## config.mk

```make
export PLATFORM = sky130hd
export DESIGN_NAME = cps_core
export DESIGN_NICKNAME = d
export VERILOG_FILES = /design/src/cps_alu.v /design/src/cps_wb.v /design/src/cps_core.v
export VERILOG_INCLUDE_DIRS = /design/src /design/src/pkg
export SDC_FILE = /design/constraint.sdc
export NUM_CORES = 1
export LEC_CHECK = 0
export BUFFER_PORTS_ARGS = -buffer_cell sky130_fd_sc_hd__buf_4
export CAP_MARGIN = 0
export CORE_UTILIZATION = 24
export DETAILED_ROUTE_END_ITERATION = 8
export PLACE_DENSITY = 0.44
export SKIP_LAST_GASP = 1
export SLEW_MARGIN = 20
export SYNTH_ARGS = -nofsm -noshare
export SYNTH_HDL_FRONTEND = slang
export SYNTH_SLANG_ARGS = --single-unit
```

## constraint.sdc

```tcl
create_clock -name clk -period 6.8 [get_ports clk]
set_clock_uncertainty 0.05 [all_clocks]
set_input_delay 0.68 -clock clk [delete_from_list [all_inputs] [get_ports clk]]
set_output_delay 0.68 -clock clk [all_outputs]
set_load 0.02 [all_outputs]
```

## src/pkg/cps_regs.vh

```
`ifndef CPS_REGS_VH
`define CPS_REGS_VH
// Overview of operation
// - Eight-bit accumulator holds operands and takes arithmetic and logic results.
// - Sixteen-bit index register is upper byte joined to lower byte.
// - Any reset sets the stack pointer to 00FF.
// - Reset-stack-low instruction sets stack low byte to FF, high byte kept.
// - Stack pointer names next free slot; push decrements, pull increments.
// - Program pointer steps on each fetch; jumps, branches, interrupts load it.
// - Leaving reset, program pointer loads vector at FFFE high, FFFF low.
// - Flags register holds mask plus five flags; bits 6 and 5 read one.
// - Overflow flag set on two's complement overflow, else cleared.
// - Half-carry set on carry from bit 3 to 4 during adds.
// - Mask set ignores maskable requests; mask clear accepts them.
// - Interrupt entry pushes registers, then sets mask, then fetches vector.
// - Interrupt entry never pushes the index high byte; software saves it.
// - Reset sets mask; clear-mask, wait and stop clear it; return restores it.
// - With several requests pending, highest priority is served first.
// - Negative flag takes bit 7 of the result.
// - Zero flag set when the result is 00, else cleared.
// - Carry set on carry out of bit 7 or borrow; shifts write it.
// - Wait clears mask, stops clock; interrupt exit keeps mask clear.
// - Stop clears mask, stops clock; clock restarts after stabilisation delay.
// - Break loads trap opcode and vector FFFC, or FEFC in monitor mode.
// - Break starts after current instruction; return ends it only if released.

// Register byte offsets
`define CPS_ADR_CMD 5'h00
`define CPS_ADR_ACC 5'h04
`define CPS_ADR_HX 5'h08
`define CPS_ADR_SP 5'h0C
`define CPS_ADR_PC 5'h10
`define CPS_ADR_CCR 5'h14
`define CPS_ADR_STAT 5'h18

// Flags register bit positions
`define CPS_CCR_C 0
`define CPS_CCR_Z 1
`define CPS_CCR_N 2
`define CPS_CCR_I 3
`define CPS_CCR_H 4
`define CPS_CCR_V 7
`define CPS_CCR_ONES 8'h60
`define CPS_CCR_RESET 8'h68

// Reset values and vectors
`define CPS_SP_RESET 16'h00FF
`define CPS_SP_LOW_FILL 8'hFF
`define CPS_VEC_RESET 16'hFFFE
`define CPS_VEC_TRAP 16'hFFFC
`define CPS_VEC_TRAP_MON 16'hFEFC
`define CPS_VEC_IRQ0 16'hFFFA

// Command opcodes, CMD[12:8]
`define CPS_OP_LDA 5'h00
`define CPS_OP_ADD 5'h01
`define CPS_OP_ADC 5'h02
`define CPS_OP_SUB 5'h03
`define CPS_OP_SBC 5'h04
`define CPS_OP_AND 5'h05
`define CPS_OP_ORA 5'h06
`define CPS_OP_EOR 5'h07
`define CPS_OP_ASL 5'h08
`define CPS_OP_LDX 5'h09
`define CPS_OP_LDH 5'h0A
`define CPS_OP_STK_LOW 5'h0B
`define CPS_OP_PSHA 5'h0C
`define CPS_OP_PULA 5'h0D
`define CPS_OP_PUSH_HI 5'h0E
`define CPS_OP_PULL_HI 5'h0F
`define CPS_OP_MASK_CLR 5'h10
`define CPS_OP_SEI 5'h11
`define CPS_OP_JMP 5'h12
`define CPS_OP_FETCH 5'h13
`define CPS_OP_BRA 5'h14
`define CPS_OP_RET_INT 5'h15
`define CPS_OP_TRAP 5'h16
`define CPS_OP_WAIT 5'h17
`define CPS_OP_STOP 5'h18
`endif

```

## src/cps_alu.v

```verilog
`timescale 1ns/1ps
`default_nettype none
`include "cps_regs.vh"
module cps_alu (
  // Operation and operands
  input wire [3:0] op,
  input wire [7:0] a,
  input wire [7:0] m,
  input wire [7:0] ccr_in,
  // Results
  output reg [7:0] res,
  output reg [7:0] ccr_out
);
  reg [8:0] wide;
  reg [4:0] half;
  reg cin;
  always @* begin
    cin = ccr_in[`CPS_CCR_C];
    wide = 9'h000;
    half = 5'h00;
    res = m;
    ccr_out = ccr_in;
    case (op)
      4'h1, 4'h2: begin
        if (op == 4'h1) begin
          cin = 1'b0;
        end
        wide = {1'b0, a} + {1'b0, m} + {8'h00, cin};
        half = {1'b0, a[3:0]} + {1'b0, m[3:0]} + {4'h0, cin};
        res = wide[7:0];
        ccr_out[`CPS_CCR_H] = half[4];
        ccr_out[`CPS_CCR_C] = wide[8];
        ccr_out[`CPS_CCR_V] = (a[7] == m[7]) && (res[7] != a[7]);
      end
      4'h3, 4'h4: begin
        if (op == 4'h3) begin
          cin = 1'b0;
        end
        wide = {1'b0, a} - {1'b0, m} - {8'h00, cin};
        res = wide[7:0];
        ccr_out[`CPS_CCR_C] = wide[8];
        ccr_out[`CPS_CCR_V] = (a[7] != m[7]) && (res[7] != a[7]);
      end
      4'h5, 4'h6, 4'h7: begin
        res = (op == 4'h5) ? (a & m) : ((op == 4'h6) ? (a | m) : (a ^ m));
        ccr_out[`CPS_CCR_V] = 1'b0;
      end
      4'h8: begin
        res = {a[6:0], 1'b0};
        ccr_out[`CPS_CCR_C] = a[7];
        ccr_out[`CPS_CCR_V] = a[7] ^ a[6];
      end
      default: begin
        ccr_out[`CPS_CCR_V] = 1'b0;
      end
    endcase
    ccr_out[`CPS_CCR_N] = res[7];
    ccr_out[`CPS_CCR_Z] = (res == 8'h00);
  end
endmodule
`default_nettype wire

```

## src/cps_wb.v

```verilog
`timescale 1ns/1ps
`default_nettype none
module cps_wb (
  // Clock and reset
  input wire clk,
  input wire rst_b,
  // Wishbone request
  input wire wb_cyc_i,
  input wire wb_stb_i,
  input wire wb_we_i,
  // Answer
  input wire [31:0] rd_data,
  output wire [31:0] wb_dat_o,
  output wire wb_ack_o,
  output wire wr_stb
);
  reg ack_reg;
  reg [31:0] dat_reg;
  wire req = wb_cyc_i && wb_stb_i;
  // One wait state; ack drops in the cycle after it was given
  always @(posedge clk or negedge rst_b) begin
    if (!rst_b) begin
      ack_reg <= 1'b0;
      dat_reg <= 32'h00000000;
    end else begin
      ack_reg <= req && !ack_reg;
      if (req && !ack_reg) begin
        dat_reg <= rd_data;
      end
    end
  end
  assign wb_ack_o = ack_reg;
  assign wb_dat_o = dat_reg;
  // Write lands on the edge where the master sees ack
  assign wr_stb = req && wb_we_i && ack_reg;
endmodule
`default_nettype wire

```

## src/cps_core.v

```verilog
`timescale 1ns/1ps
`default_nettype none
`include "cps_regs.vh"
module cps_core #(
  parameter IRQ_N = 4,
  parameter STAB_CYCLES = 4096,
  // Arbitrary value, set per product
  parameter [7:0] TRAP_OPCODE = 8'h00
) (
  // Clock and reset
  input wire clk,
  input wire rst_b,
  // Wishbone slave
  input wire wb_cyc_i,
  input wire wb_stb_i,
  input wire wb_we_i,
  input wire [4:0] wb_adr_i,
  input wire [3:0] wb_sel_i,
  input wire [31:0] wb_dat_i,
  output wire [31:0] wb_dat_o,
  output wire wb_ack_o,
  // Memory bus
  output wire [15:0] mem_addr,
  output wire mem_rd,
  output wire mem_wr,
  output wire [7:0] mem_wdata,
  input wire [7:0] mem_rdata,
  // Interrupt and break requests
  input wire [IRQ_N-1:0] irq_req,
  input wire ext_irq_b,
  input wire brk_req,
  input wire monitor_mode,
  // Core control
  output wire cpu_clk_en,
  output wire ir_load,
  output wire [7:0] ir_value
);
  localparam [2:0] ST_IDLE = 3'h0;
  localparam [2:0] ST_VECT = 3'h1;
  localparam [2:0] ST_PUSH = 3'h2;
  localparam [2:0] ST_SETI = 3'h3;
  localparam [2:0] ST_PULL = 3'h4;
  localparam [2:0] ST_SLEEP = 3'h5;
  localparam [2:0] ST_STAB = 3'h6;
  localparam [1:0] PL_FRAME = 2'h0;
  localparam [1:0] PL_ACC = 2'h1;
  localparam [1:0] PL_HIGH = 2'h2;
  localparam [31:0] STAB_LAST = STAB_CYCLES - 1;

  reg [7:0] acc_reg;
  reg [15:0] hx_reg;
  reg [15:0] sp_reg;
  reg [15:0] pc_reg;
  reg [7:0] ccr_reg;
  reg [2:0] state_reg;
  reg [2:0] cnt_reg;
  reg [15:0] vec_base_reg;
  reg [1:0] pull_sel_reg;
  reg [2:0] pull_len_reg;
  reg stop_mode_reg;
  reg brk_active_reg;
  reg ir_load_reg;
  reg [7:0] ir_value_reg;
  reg [15:0] mem_addr_reg;
  reg mem_rd_reg;
  reg mem_wr_reg;
  reg [7:0] mem_wdata_reg;
  reg [31:0] stab_cnt_reg;
  reg ext_s1_reg;
  reg ext_s2_reg;

  // External interrupt pin is asynchronous
  always @(posedge clk or negedge rst_b) begin
    if (!rst_b) begin
      ext_s1_reg <= 1'b1;
      ext_s2_reg <= 1'b1;
    end else begin
      ext_s1_reg <= ext_irq_b;
      ext_s2_reg <= ext_s1_reg;
    end
  end
  wire ext_irq = ~ext_s2_reg;
  wire [IRQ_N:0] req_all = {irq_req, ext_irq};

  reg [3:0] req_idx;
  reg req_any;
  integer i;
  always @* begin
    req_idx = 4'h0;
    req_any = 1'b0;
    for (i = IRQ_N; i >= 0; i = i - 1) begin
      if (req_all[i]) begin
        req_idx = i[3:0];
        req_any = 1'b1;
      end
    end
  end

  // bits 6 and 5 always one
  wire [7:0] ccr_view = ccr_reg | `CPS_CCR_ONES;
  wire [15:0] irq_vec = `CPS_VEC_IRQ0 - {11'h000, req_idx, 1'b0};
  wire [15:0] sp_up = sp_reg + 16'h0001;
  wire [15:0] sp_down = sp_reg - 16'h0001;

  wire wr_stb;
  reg [31:0] rd_data;
  cps_wb u_wb (
    .clk(clk),
    .rst_b(rst_b),
    .wb_cyc_i(wb_cyc_i),
    .wb_stb_i(wb_stb_i),
    .wb_we_i(wb_we_i),
    .rd_data(rd_data),
    .wb_dat_o(wb_dat_o),
    .wb_ack_o(wb_ack_o),
    .wr_stb(wr_stb)
  );

  // Commands while busy are dropped; status bit 0 tells software
  wire [4:0] cmd_op = wb_dat_i[12:8];
  wire [7:0] cmd_data = wb_dat_i[7:0];
  wire cmd_go = wr_stb && (wb_adr_i == `CPS_ADR_CMD) && (&wb_sel_i[1:0]) && (state_reg == ST_IDLE);

  always @* begin
    case (wb_adr_i)
      `CPS_ADR_ACC: rd_data = {24'h000000, acc_reg};
      `CPS_ADR_HX: rd_data = {16'h0000, hx_reg};
      `CPS_ADR_SP: rd_data = {16'h0000, sp_reg};
      `CPS_ADR_PC: rd_data = {16'h0000, pc_reg};
      `CPS_ADR_CCR: rd_data = {24'h000000, ccr_view};
      `CPS_ADR_STAT: rd_data = {25'h0000000, state_reg, brk_active_reg, stop_mode_reg,
                                cpu_clk_en, state_reg != ST_IDLE};
      default: rd_data = 32'h00000000;
    endcase
  end

  wire [7:0] alu_res;
  wire [7:0] alu_ccr;
  cps_alu u_alu (
    .op(cmd_op[3:0]),
    .a(acc_reg),
    .m(cmd_data),
    .ccr_in(ccr_reg),
    .res(alu_res),
    .ccr_out(alu_ccr)
  );

  always @(posedge clk or negedge rst_b) begin
    if (!rst_b) begin
      acc_reg <= 8'h00;
      hx_reg <= 16'h0000;
      sp_reg <= `CPS_SP_RESET;
      pc_reg <= 16'h0000;
      ccr_reg <= `CPS_CCR_RESET;
      state_reg <= ST_VECT;
      vec_base_reg <= `CPS_VEC_RESET;
      cnt_reg <= 3'h0;
      pull_sel_reg <= PL_FRAME;
      pull_len_reg <= 3'h0;
      stop_mode_reg <= 1'b0;
      brk_active_reg <= 1'b0;
      ir_load_reg <= 1'b0;
      ir_value_reg <= 8'h00;
      mem_addr_reg <= 16'h0000;
      mem_rd_reg <= 1'b0;
      mem_wr_reg <= 1'b0;
      mem_wdata_reg <= 8'h00;
      stab_cnt_reg <= 32'h00000000;
    end else begin
      ir_load_reg <= 1'b0;
      case (state_reg)
        ST_IDLE: begin
          mem_wr_reg <= 1'b0;
          if (cmd_go) begin
            if (cmd_op <= `CPS_OP_ASL) begin
              acc_reg <= alu_res;
              ccr_reg <= alu_ccr;
            end
            case (cmd_op)
              `CPS_OP_LDX: hx_reg[7:0] <= cmd_data;
              `CPS_OP_LDH: hx_reg[15:8] <= cmd_data;
              `CPS_OP_STK_LOW: sp_reg[7:0] <= `CPS_SP_LOW_FILL;
              `CPS_OP_PSHA, `CPS_OP_PUSH_HI: begin
                mem_wr_reg <= 1'b1;
                mem_addr_reg <= sp_reg;
                mem_wdata_reg <= (cmd_op == `CPS_OP_PSHA) ? acc_reg : hx_reg[15:8];
                sp_reg <= sp_down;
              end
              `CPS_OP_PULA, `CPS_OP_PULL_HI: begin
                pull_sel_reg <= (cmd_op == `CPS_OP_PULA) ? PL_ACC : PL_HIGH;
                pull_len_reg <= 3'h1;
                cnt_reg <= 3'h0;
                state_reg <= ST_PULL;
              end
              `CPS_OP_MASK_CLR: ccr_reg[`CPS_CCR_I] <= 1'b0;
              `CPS_OP_SEI: ccr_reg[`CPS_CCR_I] <= 1'b1;
              `CPS_OP_JMP: pc_reg <= hx_reg;
              `CPS_OP_FETCH: pc_reg <= pc_reg + 16'h0001;
              `CPS_OP_BRA: pc_reg <= pc_reg + 16'h0002 + {{8{cmd_data[7]}}, cmd_data};
              `CPS_OP_RET_INT: begin
                pull_sel_reg <= PL_FRAME;
                pull_len_reg <= 3'h5;
                cnt_reg <= 3'h0;
                state_reg <= ST_PULL;
              end
              `CPS_OP_TRAP: begin
                vec_base_reg <= `CPS_VEC_TRAP;
                cnt_reg <= 3'h0;
                state_reg <= ST_PUSH;
              end
              `CPS_OP_WAIT: begin
                ccr_reg[`CPS_CCR_I] <= 1'b0;
                stop_mode_reg <= 1'b0;
                state_reg <= ST_SLEEP;
              end
              `CPS_OP_STOP: begin
                ccr_reg[`CPS_CCR_I] <= 1'b0;
                stop_mode_reg <= 1'b1;
                state_reg <= ST_SLEEP;
              end
              default: begin
              end
            endcase
          end else if (brk_req && !brk_active_reg) begin
            brk_active_reg <= 1'b1;
            ir_load_reg <= 1'b1;
            ir_value_reg <= TRAP_OPCODE;
            vec_base_reg <= monitor_mode ? `CPS_VEC_TRAP_MON : `CPS_VEC_TRAP;
            cnt_reg <= 3'h0;
            state_reg <= ST_PUSH;
          end else if (req_any && !ccr_reg[`CPS_CCR_I]) begin
            vec_base_reg <= irq_vec;
            cnt_reg <= 3'h0;
            state_reg <= ST_PUSH;
          end
        end
        ST_PUSH: begin
          mem_wr_reg <= 1'b1;
          mem_addr_reg <= sp_reg;
          sp_reg <= sp_down;
          case (cnt_reg)
            3'h0: mem_wdata_reg <= pc_reg[7:0];
            3'h1: mem_wdata_reg <= pc_reg[15:8];
            3'h2: mem_wdata_reg <= hx_reg[7:0];
            3'h3: mem_wdata_reg <= acc_reg;
            default: mem_wdata_reg <= ccr_view;
          endcase
          cnt_reg <= cnt_reg + 3'h1;
          if (cnt_reg == 3'h4) begin
            state_reg <= ST_SETI;
          end
        end
        ST_SETI: begin
          mem_wr_reg <= 1'b0;
          ccr_reg[`CPS_CCR_I] <= 1'b1;
          cnt_reg <= 3'h0;
          state_reg <= ST_VECT;
        end
        ST_VECT: begin
          // Memory answers within the cycle that mem_rd is high
          case (cnt_reg)
            3'h0: begin
              mem_rd_reg <= 1'b1;
              mem_addr_reg <= vec_base_reg;
              cnt_reg <= 3'h1;
            end
            3'h1: begin
              pc_reg[15:8] <= mem_rdata;
              mem_addr_reg <= vec_base_reg + 16'h0001;
              cnt_reg <= 3'h2;
            end
            default: begin
              pc_reg[7:0] <= mem_rdata;
              mem_rd_reg <= 1'b0;
              state_reg <= ST_IDLE;
            end
          endcase
        end
        ST_PULL: begin
          if (cnt_reg != pull_len_reg) begin
            mem_rd_reg <= 1'b1;
            mem_addr_reg <= sp_up;
            sp_reg <= sp_up;
          end else begin
            mem_rd_reg <= 1'b0;
            state_reg <= ST_IDLE;
            if (pull_sel_reg == PL_FRAME && brk_active_reg && !brk_req) begin
              brk_active_reg <= 1'b0;
            end
          end
          if (cnt_reg != 3'h0) begin
            if (pull_sel_reg == PL_ACC) begin
              acc_reg <= mem_rdata;
            end else if (pull_sel_reg == PL_HIGH) begin
              hx_reg[15:8] <= mem_rdata;
            end else begin
              case (cnt_reg)
                3'h1: ccr_reg <= mem_rdata | `CPS_CCR_ONES;
                3'h2: acc_reg <= mem_rdata;
                3'h3: hx_reg[7:0] <= mem_rdata;
                3'h4: pc_reg[15:8] <= mem_rdata;
                default: pc_reg[7:0] <= mem_rdata;
              endcase
            end
          end
          cnt_reg <= cnt_reg + 3'h1;
        end
        ST_SLEEP: begin
          // stop wakes on external pin only
          if (stop_mode_reg && ext_irq) begin
            stab_cnt_reg <= 32'h00000000;
            state_reg <= ST_STAB;
          end else if (!stop_mode_reg && req_any) begin
            state_reg <= ST_IDLE;
          end
        end
        ST_STAB: begin
          stab_cnt_reg <= stab_cnt_reg + 32'h00000001;
          if (stab_cnt_reg >= STAB_LAST) begin
            state_reg <= ST_IDLE;
          end
        end
        default: state_reg <= ST_IDLE;
      endcase
    end
  end

  // core state is never placed on the memory address decode
  assign mem_addr = mem_addr_reg;
  assign mem_rd = mem_rd_reg;
  assign mem_wr = mem_wr_reg;
  assign mem_wdata = mem_wdata_reg;
  assign cpu_clk_en = (state_reg != ST_SLEEP) && (state_reg != ST_STAB);
  assign ir_load = ir_load_reg;
  assign ir_value = ir_value_reg;
endmodule
`default_nettype wire

```

==> flow_summary.toml, run 1 <==
[run_status]
status = "finished clean"

[logic_synthesis]
yosys.area_share.adder_pct = 7.901
synth_xor_area_share_pct = 3.663
yosys_most_used_dff = "dfrtp_1"
syn_area_per_cell_um2 = 7.991
synth_top_family_by_area = "compound AO/OA/AOI/OAI gates"
muxShareOfSynthArea_pct = 2.504
yosysTopAreaCellShare_pct = 28.73
synth_area_leaders = "dfrtp_1 29%, ha_1 7.1%, o21ai_0 6.0%, a21oi_1 5.7%, nand2_1 4.8%"
synth_edf_count = 0
ys_types = 76
synth-compound-area-share_pct = 25.94
synth_simple_gate_area_share_pct = 21.59
synthesis.area_um2 = 12190
yosysWarnings = 0
yosysSeqAreaShare_pct = 32.39
async_reset_ff_share_pct = 100.0
syn_inst = 1526
ys_seq_elements = 157
synth_area_leader_cell = "dfrtp_1"

[cells_and_area]
layout-drive-gt1-share_pct = 11.98
diodes = 0
mostFrequentLayoutCells = "155 x nand2_1, 145 x nor2_1, 145 x o21ai_0"
final-seq-area_um2 = 3950
syn2layout_area_growth_pct = 14.66
largest_reg_flops = 32
multi_input_area_um2 = 7651
n_fill_cell = 5423
nNetsFinal = 1683
layout_commonest_cell = "nand2_1"

[timing]
setup_viol = 0
fin_crit_sh_pct = 64.88
max-slew-margin-rel_pct = 24.77
slew_violations = 0
hold_viol_final = 0
setup_ws_ns = 2.388
period_minus_slack_ns = 4.412
setup-tns-final_ns = 0
worst_pin_slew_ns = 1.122
hold_ws_ns = 0.07656
rsz0062_at_grt = "false"
max_freq_ghz = 0.2266

[route]
vias = 11918
ant_nets = 0
drtIter0Drc = 1097
route.detailed.drc = 0
drt_wl_total_mm = 47.10
viasPerCell = 5.337
wl_per_cell_um = 21.09
firstDrtPassIters = 6

[place]
io_buffers = 84
post-dp-hpwl_mm = 34.70
pre_cts_ws_ns = 1.905
finalWeightedCongestion = 0.9051

[critical_path]
start_kind = "input port"
crit_arrival_ns = 4.75
cp_max_fo = 24
required_ns = 7.14
path_class = "in2reg"
end_kind = "register"

[grt]
grt_max_degree = 58
grt_use_total_pct = 18.29
overflow = 0
grt_pass1_vias = 10927
antenna_found_initial = 0
grt_pass1_wl_mm = 70.97

[power]
leakagePower_nw = 5.895
power_density_nw_per_um2 = 432.7
peakVddDrop_mv = 0.1759

[clocking]
root_buffer = "clkbuf_16"
clkSinkCount = 157
cts_hold_buf = 0
clkLatencyLatePin_ns = 0.46
h-tree-depth = 4
cts_resized = 0
cts_tree = "built"
post_cts_buffers = 0
cts_buffers = 17
clock_path_buffers = 2
cts.clk_slew.worst_paths_ns = 0.07

[die]
die_h_um = 227.4
core_um2 = 50170
dieArea_um2 = 51720
ios = 130
die_x_um = 227.4
start_util_pct = 24.31
row_count = 82

[job]
maxCapViolCount = 0

[worst_hold_path]
hold_class = "in2async"
cells by family (layout without fill, tap and decap cells):
logic type / count (synthesis) / in the layout
other cells: 1 / 24
buf+inv: 167 / 179
simple gates: 544 / 544
mux: 29 / 29
xor+xnor: 51 / 51
flops: 157 / 157
compound gates: 503 / 503
fa+ha+maj: 74 / 74
per-stage QoR:
| step | instances | cell area (um2) | utilization (%) | total power, mW |
|---|---|---|---|---|
| after floorplan | 1549 | 12280 | - | 3.838 |
| after global placement | 2201 | 13350 | 26.61 | 4.949 |
| after detailed placement | 2201 | 13350 | 26.61 | 4.978 |
| after CTS | 2233 | 13970 | 27.84 | 6.056 |
| after global routing | 2233 | 13980 | 27.87 | 6.501 |
| final | 2233 | 13980 | 27.87 | 6.049 |
report_power, final:
part           internal (mW)  switching (mW)  leakage (nW)
registers               1.25           0.566          1.98
clock network          0.601           0.445         0.301
logic                   1.22            1.97          3.61
path summary, 6_finish.rpt:
path | startpoint | to | slack, ns | cells past startpoint
max in group asynchronous | rst_b | pc_reg[5] | 5.43 | 2
worst max-delay path | wb_dat_i[10] | ccr_reg[1] | 2.39 | 14
worst max register to register | ccr_reg[0] | ccr_reg[1] | 2.77 | 13
worst min register to register | ext_s1_reg | ext_s2_reg | 0.31 | 0
min in group clk | ext_irq_b | ext_s1_reg | 0.28 | 1
worst min-delay path | rst_b | stab_cnt_reg[31] | 0.08 | 1
metal layers:
layer,vias to the layer above,GRT usage (%),routed length [um]
met5,-,0,0
met4,0,4.546,833
met3,42,3.201,2623
met2,394,28.45,21420
met1,5868,25.97,22220
li1,5614,-,-
final cells by class:
class | instances | share of cell area (%)
timing repair buffer | 98 | 5.289
multi-input combinational | 1225 | 54.72
sequential | 157 | 28.25
clock inverter | 12 | 1.145
inverter | 49 | 1.315
clock buffer | 20 | 3.266
tap | 672 | 6.013
synth_stat cells, types with 10 or more instances:
cell        n
clkbuf_1   77
buf_4      24
a21oi_1   138
a221oi_1   14
inv_1      49
a22oi_1    16
nor4_1     12
nand2_1   155
buf_2      10
o31ai_1    20
nand4_1    22
a31oi_1    24
a21o_1     18
xor2_1     21
and2_1     10
dfrtp_1   140
o21ai_0   145
nand3_1    63
o211ai_1   22
nor2b_1    22
nor3_1     30
dfstp_2    17
xnor2_1    30
and3_1     17
ha_1       69
nor2_1    146
mux2_2     12
a222oi_1   18
nand2b_1   17
mux2i_1    17
o221ai_1   11
a211oi_1   12
worst max-delay path, cell delays in order:
cell and delay, ns:
buf_4 0.21, or2_2 0.39, o21ai_0 0.25, fa_1 0.50, ha_1 0.22, or2_2 0.31, fa_1 0.44, o21ai_0 0.26
nor2b_1 0.19, xnor2_1 0.08, a222oi_1 0.39, nand4_1 0.14, or4_1 0.53, o21ai_1 0.15
Note: power is estimated with default switching activity, not from simulation.
==> run 2: changes to the inputs <==
- PLACE_DENSITY: 0.44 -> 0.46
- clock period: 6.8 -> 3.9 ns (I/O delays scaled with it)
==> flow_summary.toml, run 2 (synthesis gave the netlist of run 1 again) <==
[clocking]
cts.clk_slew.worst_paths_ns = 0.08
h-tree-depth = 4
cts_buffers = 17
clkLatencyLatePin_ns = 0.47
clkSinkCount = 157
clock_path_buffers = 2
cts_tree = "built"
root_buffer = "clkbuf_16"

[route]
ant_nets = 0
drt_wl_total_mm = 47.30
route.detailed.drc = 0
vias = 12112
viasPerCell = 5.331
firstDrtPassIters = 8
drtIter0Drc = 1111
wl_per_cell_um = 20.82

[power]
seq_power_share_pct = 28.6
p_sw_mw = 5.334
internal_power_mw = 5.346
leakagePower_nw = 6.072
power_mw = 10.68
peakVddDrop_mv = 0.3375
power_density_nw_per_um2 = 749.3
combPwrFrac_pct = 54.7
swShare_pct = 49.94
clkPwrFrac_pct = 16.7

[worst_hold_path]
min_path_cells = 3
hold_class = "in2reg"

[cells_and_area]
post-route-util_pct = 28.41
syn2layout_area_growth_pct = 16.88
nNetsFinal = 1722
stdcell_count = 2272
layout-drive-gt1-share_pct = 13.94
n_fill_cell = 5443
multi_input_area_um2 = 7631
largest_reg_flops = 32
final-seq-area_um2 = 3950
layout_commonest_cell = "nand2_1"
diodes = 0
mostFrequentLayoutCells = "155 x nand2_1, 146 x nor2_1, 143 x o21ai_0"

[place]
post-dp-hpwl_mm = 35.38
dpl.cell_count = 2237
finalWeightedCongestion = 0.9053
io_buffers = 84

[die]
start_util_pct = 24.31
dieArea_um2 = 51720
row_count = 82
ios = 130
core_um2 = 50170
die_h_um = 227.4
die_x_um = 227.4

[run_status]
status = "finished clean"

[critical_path]
crit_start = "wb_dat_i[10]"
start_kind = "input port"
reg2reg_slack_ns = 0.25
cp_max_fo = 2
crit_arrival_ns = 4.01
reg2reg_from = "ccr_reg[0]"
end_kind = "register"
r2r-end = "ccr_reg[1]"
reg2regPathDepth = 13
required_ns = 4.25
path_class = "in2reg"
crit_end = "ccr_reg[1]"

[timing]
max-slew-margin-rel_pct = 26.49
setup-tns-final_ns = 0
rsz0062_at_grt = "false"
period_minus_slack_ns = 3.661
max_freq_ghz = 0.2732
worst_pin_slew_ns = 1.099
hold_viol_final = 0
setup_viol = 0
fin_crit_sh_pct = 93.87
slew_violations = 0

[grt]
grt_pass1_wl_mm = 71.58
grt_use_total_pct = 18.35
grt_max_degree = 64
overflow = 0
antenna_found_initial = 0
grt_pass1_vias = 11349

[job]
maxCapViolCount = 0
-- run 2: layout make-up --
| type | instances | area share (%) |
|---|---|---|
| multi-input combinational | 1225 | 53.54 |
| sequential | 157 | 27.71 |
| clock buffer | 17 | 2.985 |
| tap | 672 | 5.899 |
| timing repair buffer | 137 | 7.365 |
| clock inverter | 15 | 1.203 |
| inverter | 49 | 1.290 |
-- run 2: power groups by stage --
stage	clock [mW]	combinational, mW	sequential (mW)
after floorplan	0	3.97	2.73
after global placement	0	5.70	3.05
after detailed placement	0	5.75	3.06
after CTS	1.82	5.78	3.03
after global routing	1.89	6.44	3.10
final	1.78	5.85	3.05
-- run 2: worst min path at each step --
stage / end / slack, ns / start
after CTS: vec_base_reg[8] / 0.17 / monitor_mode
after global routing: vec_base_reg[8] / 0.21 / monitor_mode
after floorplan: acc_reg[0] / 0.04 / rst_b
after detailed placement: ext_s2_reg / 0.30 / ext_s1_reg
after global placement: ext_s2_reg / 0.30 / ext_s1_reg
final: vec_base_reg[8] / 0.18 / monitor_mode
-- run 2: metal layers --
metal	vias up	wire (um)	global-route usage (%)	part of all wire [%]
met5	-	0	0	0
met4	0	839	4.676	1.8
met3	49	2728	3.149	5.8
met2	436	22060	29.39	47
met1	5955	21670	25.36	46
li1	5672	-	-	-
-- run 2: timing repair --
action	4_1_cts	5_1_grt
setup endpoints to repair	0	1
hold endpoints to repair	51	0
buffers inserted	0	1
hold buffers	2	0
resized for setup	0	2
-- run 2: critical path: stages --
cell and delay [ns]:
buf_4 0.11, or2_2 0.30, o21ai_1 0.16, fa_1 0.45
ha_1 0.21, or2_2 0.31, fa_1 0.39, o21ai_1 0.17
nor2b_1 0.20, xnor2_1 0.08, a222oi_1 0.32, buf_4 0.18
nand4_1 0.09, or4_1 0.49, o21ai_1 0.15
-- run 2: per-stage QoR --
step	instance area (um2)	hold slack [ns]	worst slack (ns)
2_1_floorplan	12290	0.04441	0.003143
3_3_place_gp	13630	0.2995	-0.2556
3_5_place_dp	13630	0.3032	-0.3380
4_1_cts	14240	0.1692	0.1612
5_1_grt	14250	0.2122	0.03665
6_report	14250	0.1829	0.2391
==> run 3: changes to the inputs <==
- CORE_ASPECT_RATIO: default -> 0.75
==> flow_summary.toml, run 3 (synthesis gave the netlist of run 1 again) <==
[run_status]
status = "finished clean"

[worst_hold_path]
min_to = "vec_base_reg[1]"
min_path_cells = 4
hold_start = "irq_req[0]"
hold_class = "in2reg"

[critical_path]
path_class = "reg2reg"
cp_max_fo = 2
reg2regPathDepth = 14
path_cells = "o21ai_0, fa_1, buf_4, inv_1, ha_1, or2_2, fa_2, o21ai_2, nor2b_2, xnor2_1, a222oi_1, nand4_1, or4_1, o21ai_1"
cp_slowest_cell = "fa_1"
start_kind = "register"
critPathMaxStageDelay_ns = 0.53
crit_arrival_ns = 3.99
required_ns = 4.22
reg2reg_slack_ns = 0.24
reg2reg_from = "ccr_reg[0]"
r2r-end = "ccr_reg[1]"
end_kind = "register"

[timing]
max-slew-margin-rel_pct = 25.06
hold_ws_ns = 0.1933
max_freq_ghz = 0.2730
rsz0062_at_grt = "false"
hold_viol_final = 0
worst_pin_slew_ns = 1.116
slew_violations = 0
setup-tns-final_ns = 0
period_minus_slack_ns = 3.663
setup_viol = 0
fin_crit_sh_pct = 93.92
setup_ws_ns = 0.2372

[cells_and_area]
fin_area_um2 = 14220
post-route-util_pct = 28.34
layout-drive-gt1-share_pct = 14.02
n_fill_cell = 5355
largest_reg_flops = 32
diodes = 0
nNetsFinal = 1720
syn2layout_area_growth_pct = 16.65
layout_commonest_cell = "nand2_1"
mostFrequentLayoutCells = "155 x nand2_1, 146 x nor2_1, 144 x o21ai_0"

[power]
peakVddDrop_mv = 0.3723
power_density_nw_per_um2 = 755.4
combPwrFrac_pct = 54.8
leakagePower_nw = 6.064
seq_power_share_pct = 28.6
clkPwrFrac_pct = 16.7
swShare_pct = 49.51
internal_power_mw = 5.425
p_sw_mw = 5.320

[place]
place_area_um2 = 13590
post-dp-hpwl_mm = 35.96
finalWeightedCongestion = 0.9089
io_buffers = 84
pre_cts_ws_ns = -0.3010

[die]
start_util_pct = 24.30
dieArea_um2 = 51720
core_um2 = 50190
row_count = 71
ios = 130
die_x_um = 262.3
die_h_um = 197.2

[route]
wl_per_cell_um = 21.21
ant_nets = 0
firstDrtPassIters = 6
vias = 12232
drt_wl_total_mm = 47.82
route.detailed.drc = 0
drtIter0Drc = 1326
viasPerCell = 5.424

[grt]
antenna_found_initial = 0
grt_max_degree = 65
grt_use_total_pct = 18.42
grt_pass1_vias = 11575
grt_pass1_wl_mm = 73.24
overflow = 0

[clocking]
clock_path_buffers = 2
post_cts_buffers = 0
cts_buffers = 17
cts_tree = "built"
root_buffer = "clkbuf_16"
h-tree-depth = 4
cts.clk_slew.worst_paths_ns = 0.07
clkSinkCount = 157
clkLatencyLatePin_ns = 0.45

[job]
maxCapViolCount = 0
-- run 3: power by group through the flow --
stage / logic (mW) / clock network, mW / registers, mW
floorplan: 3.97 / 0 / 2.73
global placement: 5.71 / 0 / 3.06
detailed placement: 5.74 / 0 / 3.07
CTS: 5.78 / 1.83 / 3.04
global route: 6.50 / 1.90 / 3.13
finish: 5.88 / 1.79 / 3.07
-- run 3: per-stage QoR --
stage / power, mW / cells
floorplan: 6.693 / 1549
global placement: 8.763 / 2221
detailed placement: 8.804 / 2221
CTS: 10.66 / 2255
global route: 11.53 / 2255
finish: 10.75 / 2255
-- run 3: cell type report --
type	instances	area [um2]	area share, %
inverter	49	183.9	1.293
sequential	157	3950	27.77
clock inverter	13	151.4	1.064
timing repair buffer	135	1022	7.186
clock buffer	19	452.9	3.184
multi-input combinational	1225	7642	53.73
tap	657	822.0	5.779
-- run 3: worst max-delay path by stage --
stage	depth (start not counted)	slack, ns	start	endpoint
after detailed placement	14	-0.30	wb_dat_i[10]	ccr_reg[1]
after global routing	14	0.05	ccr_reg[0]	ccr_reg[1]
after floorplan	14	0.003	wb_dat_i[10]	ccr_reg[1]
final	14	0.24	ccr_reg[0]	ccr_reg[1]
after CTS	14	0.13	ccr_reg[0]	ccr_reg[1]
after global placement	14	-0.23	wb_dat_i[10]	ccr_reg[1]
-- run 3: metal layers --
| metal | GRT usage [%] | wire length (um) | up-vias |
|---|---|---|---|
| met5 | 0 | 0 | - |
| met4 | 4.270 | 689 | 0 |
| met3 | 3.652 | 3746 | 46 |
| met2 | 26.25 | 19810 | 513 |
| met1 | 28.00 | 23580 | 6007 |
| li1 | - | - | 5666 |
-- run 3: critical path, delay by kind of cell (launching register included) --
kind / cells / cell delay (ns)
xor gates and xnor gates: 1 / 0.07
DFF: 1 / 0.35
AOI/OAI and AO/OA: 4 / 0.82
and+or+nand+nor: 4 / 1.09
adders and majority gates: 3 / 1.07
buffers and inverters: 2 / 0.14
-- run 3: what timing repair did --
item,CTS,global route
endpoints found under the hold margin,49,0
endpoints found under the setup margin,0,1
hold buffers,2,0
resized for setup,0,4
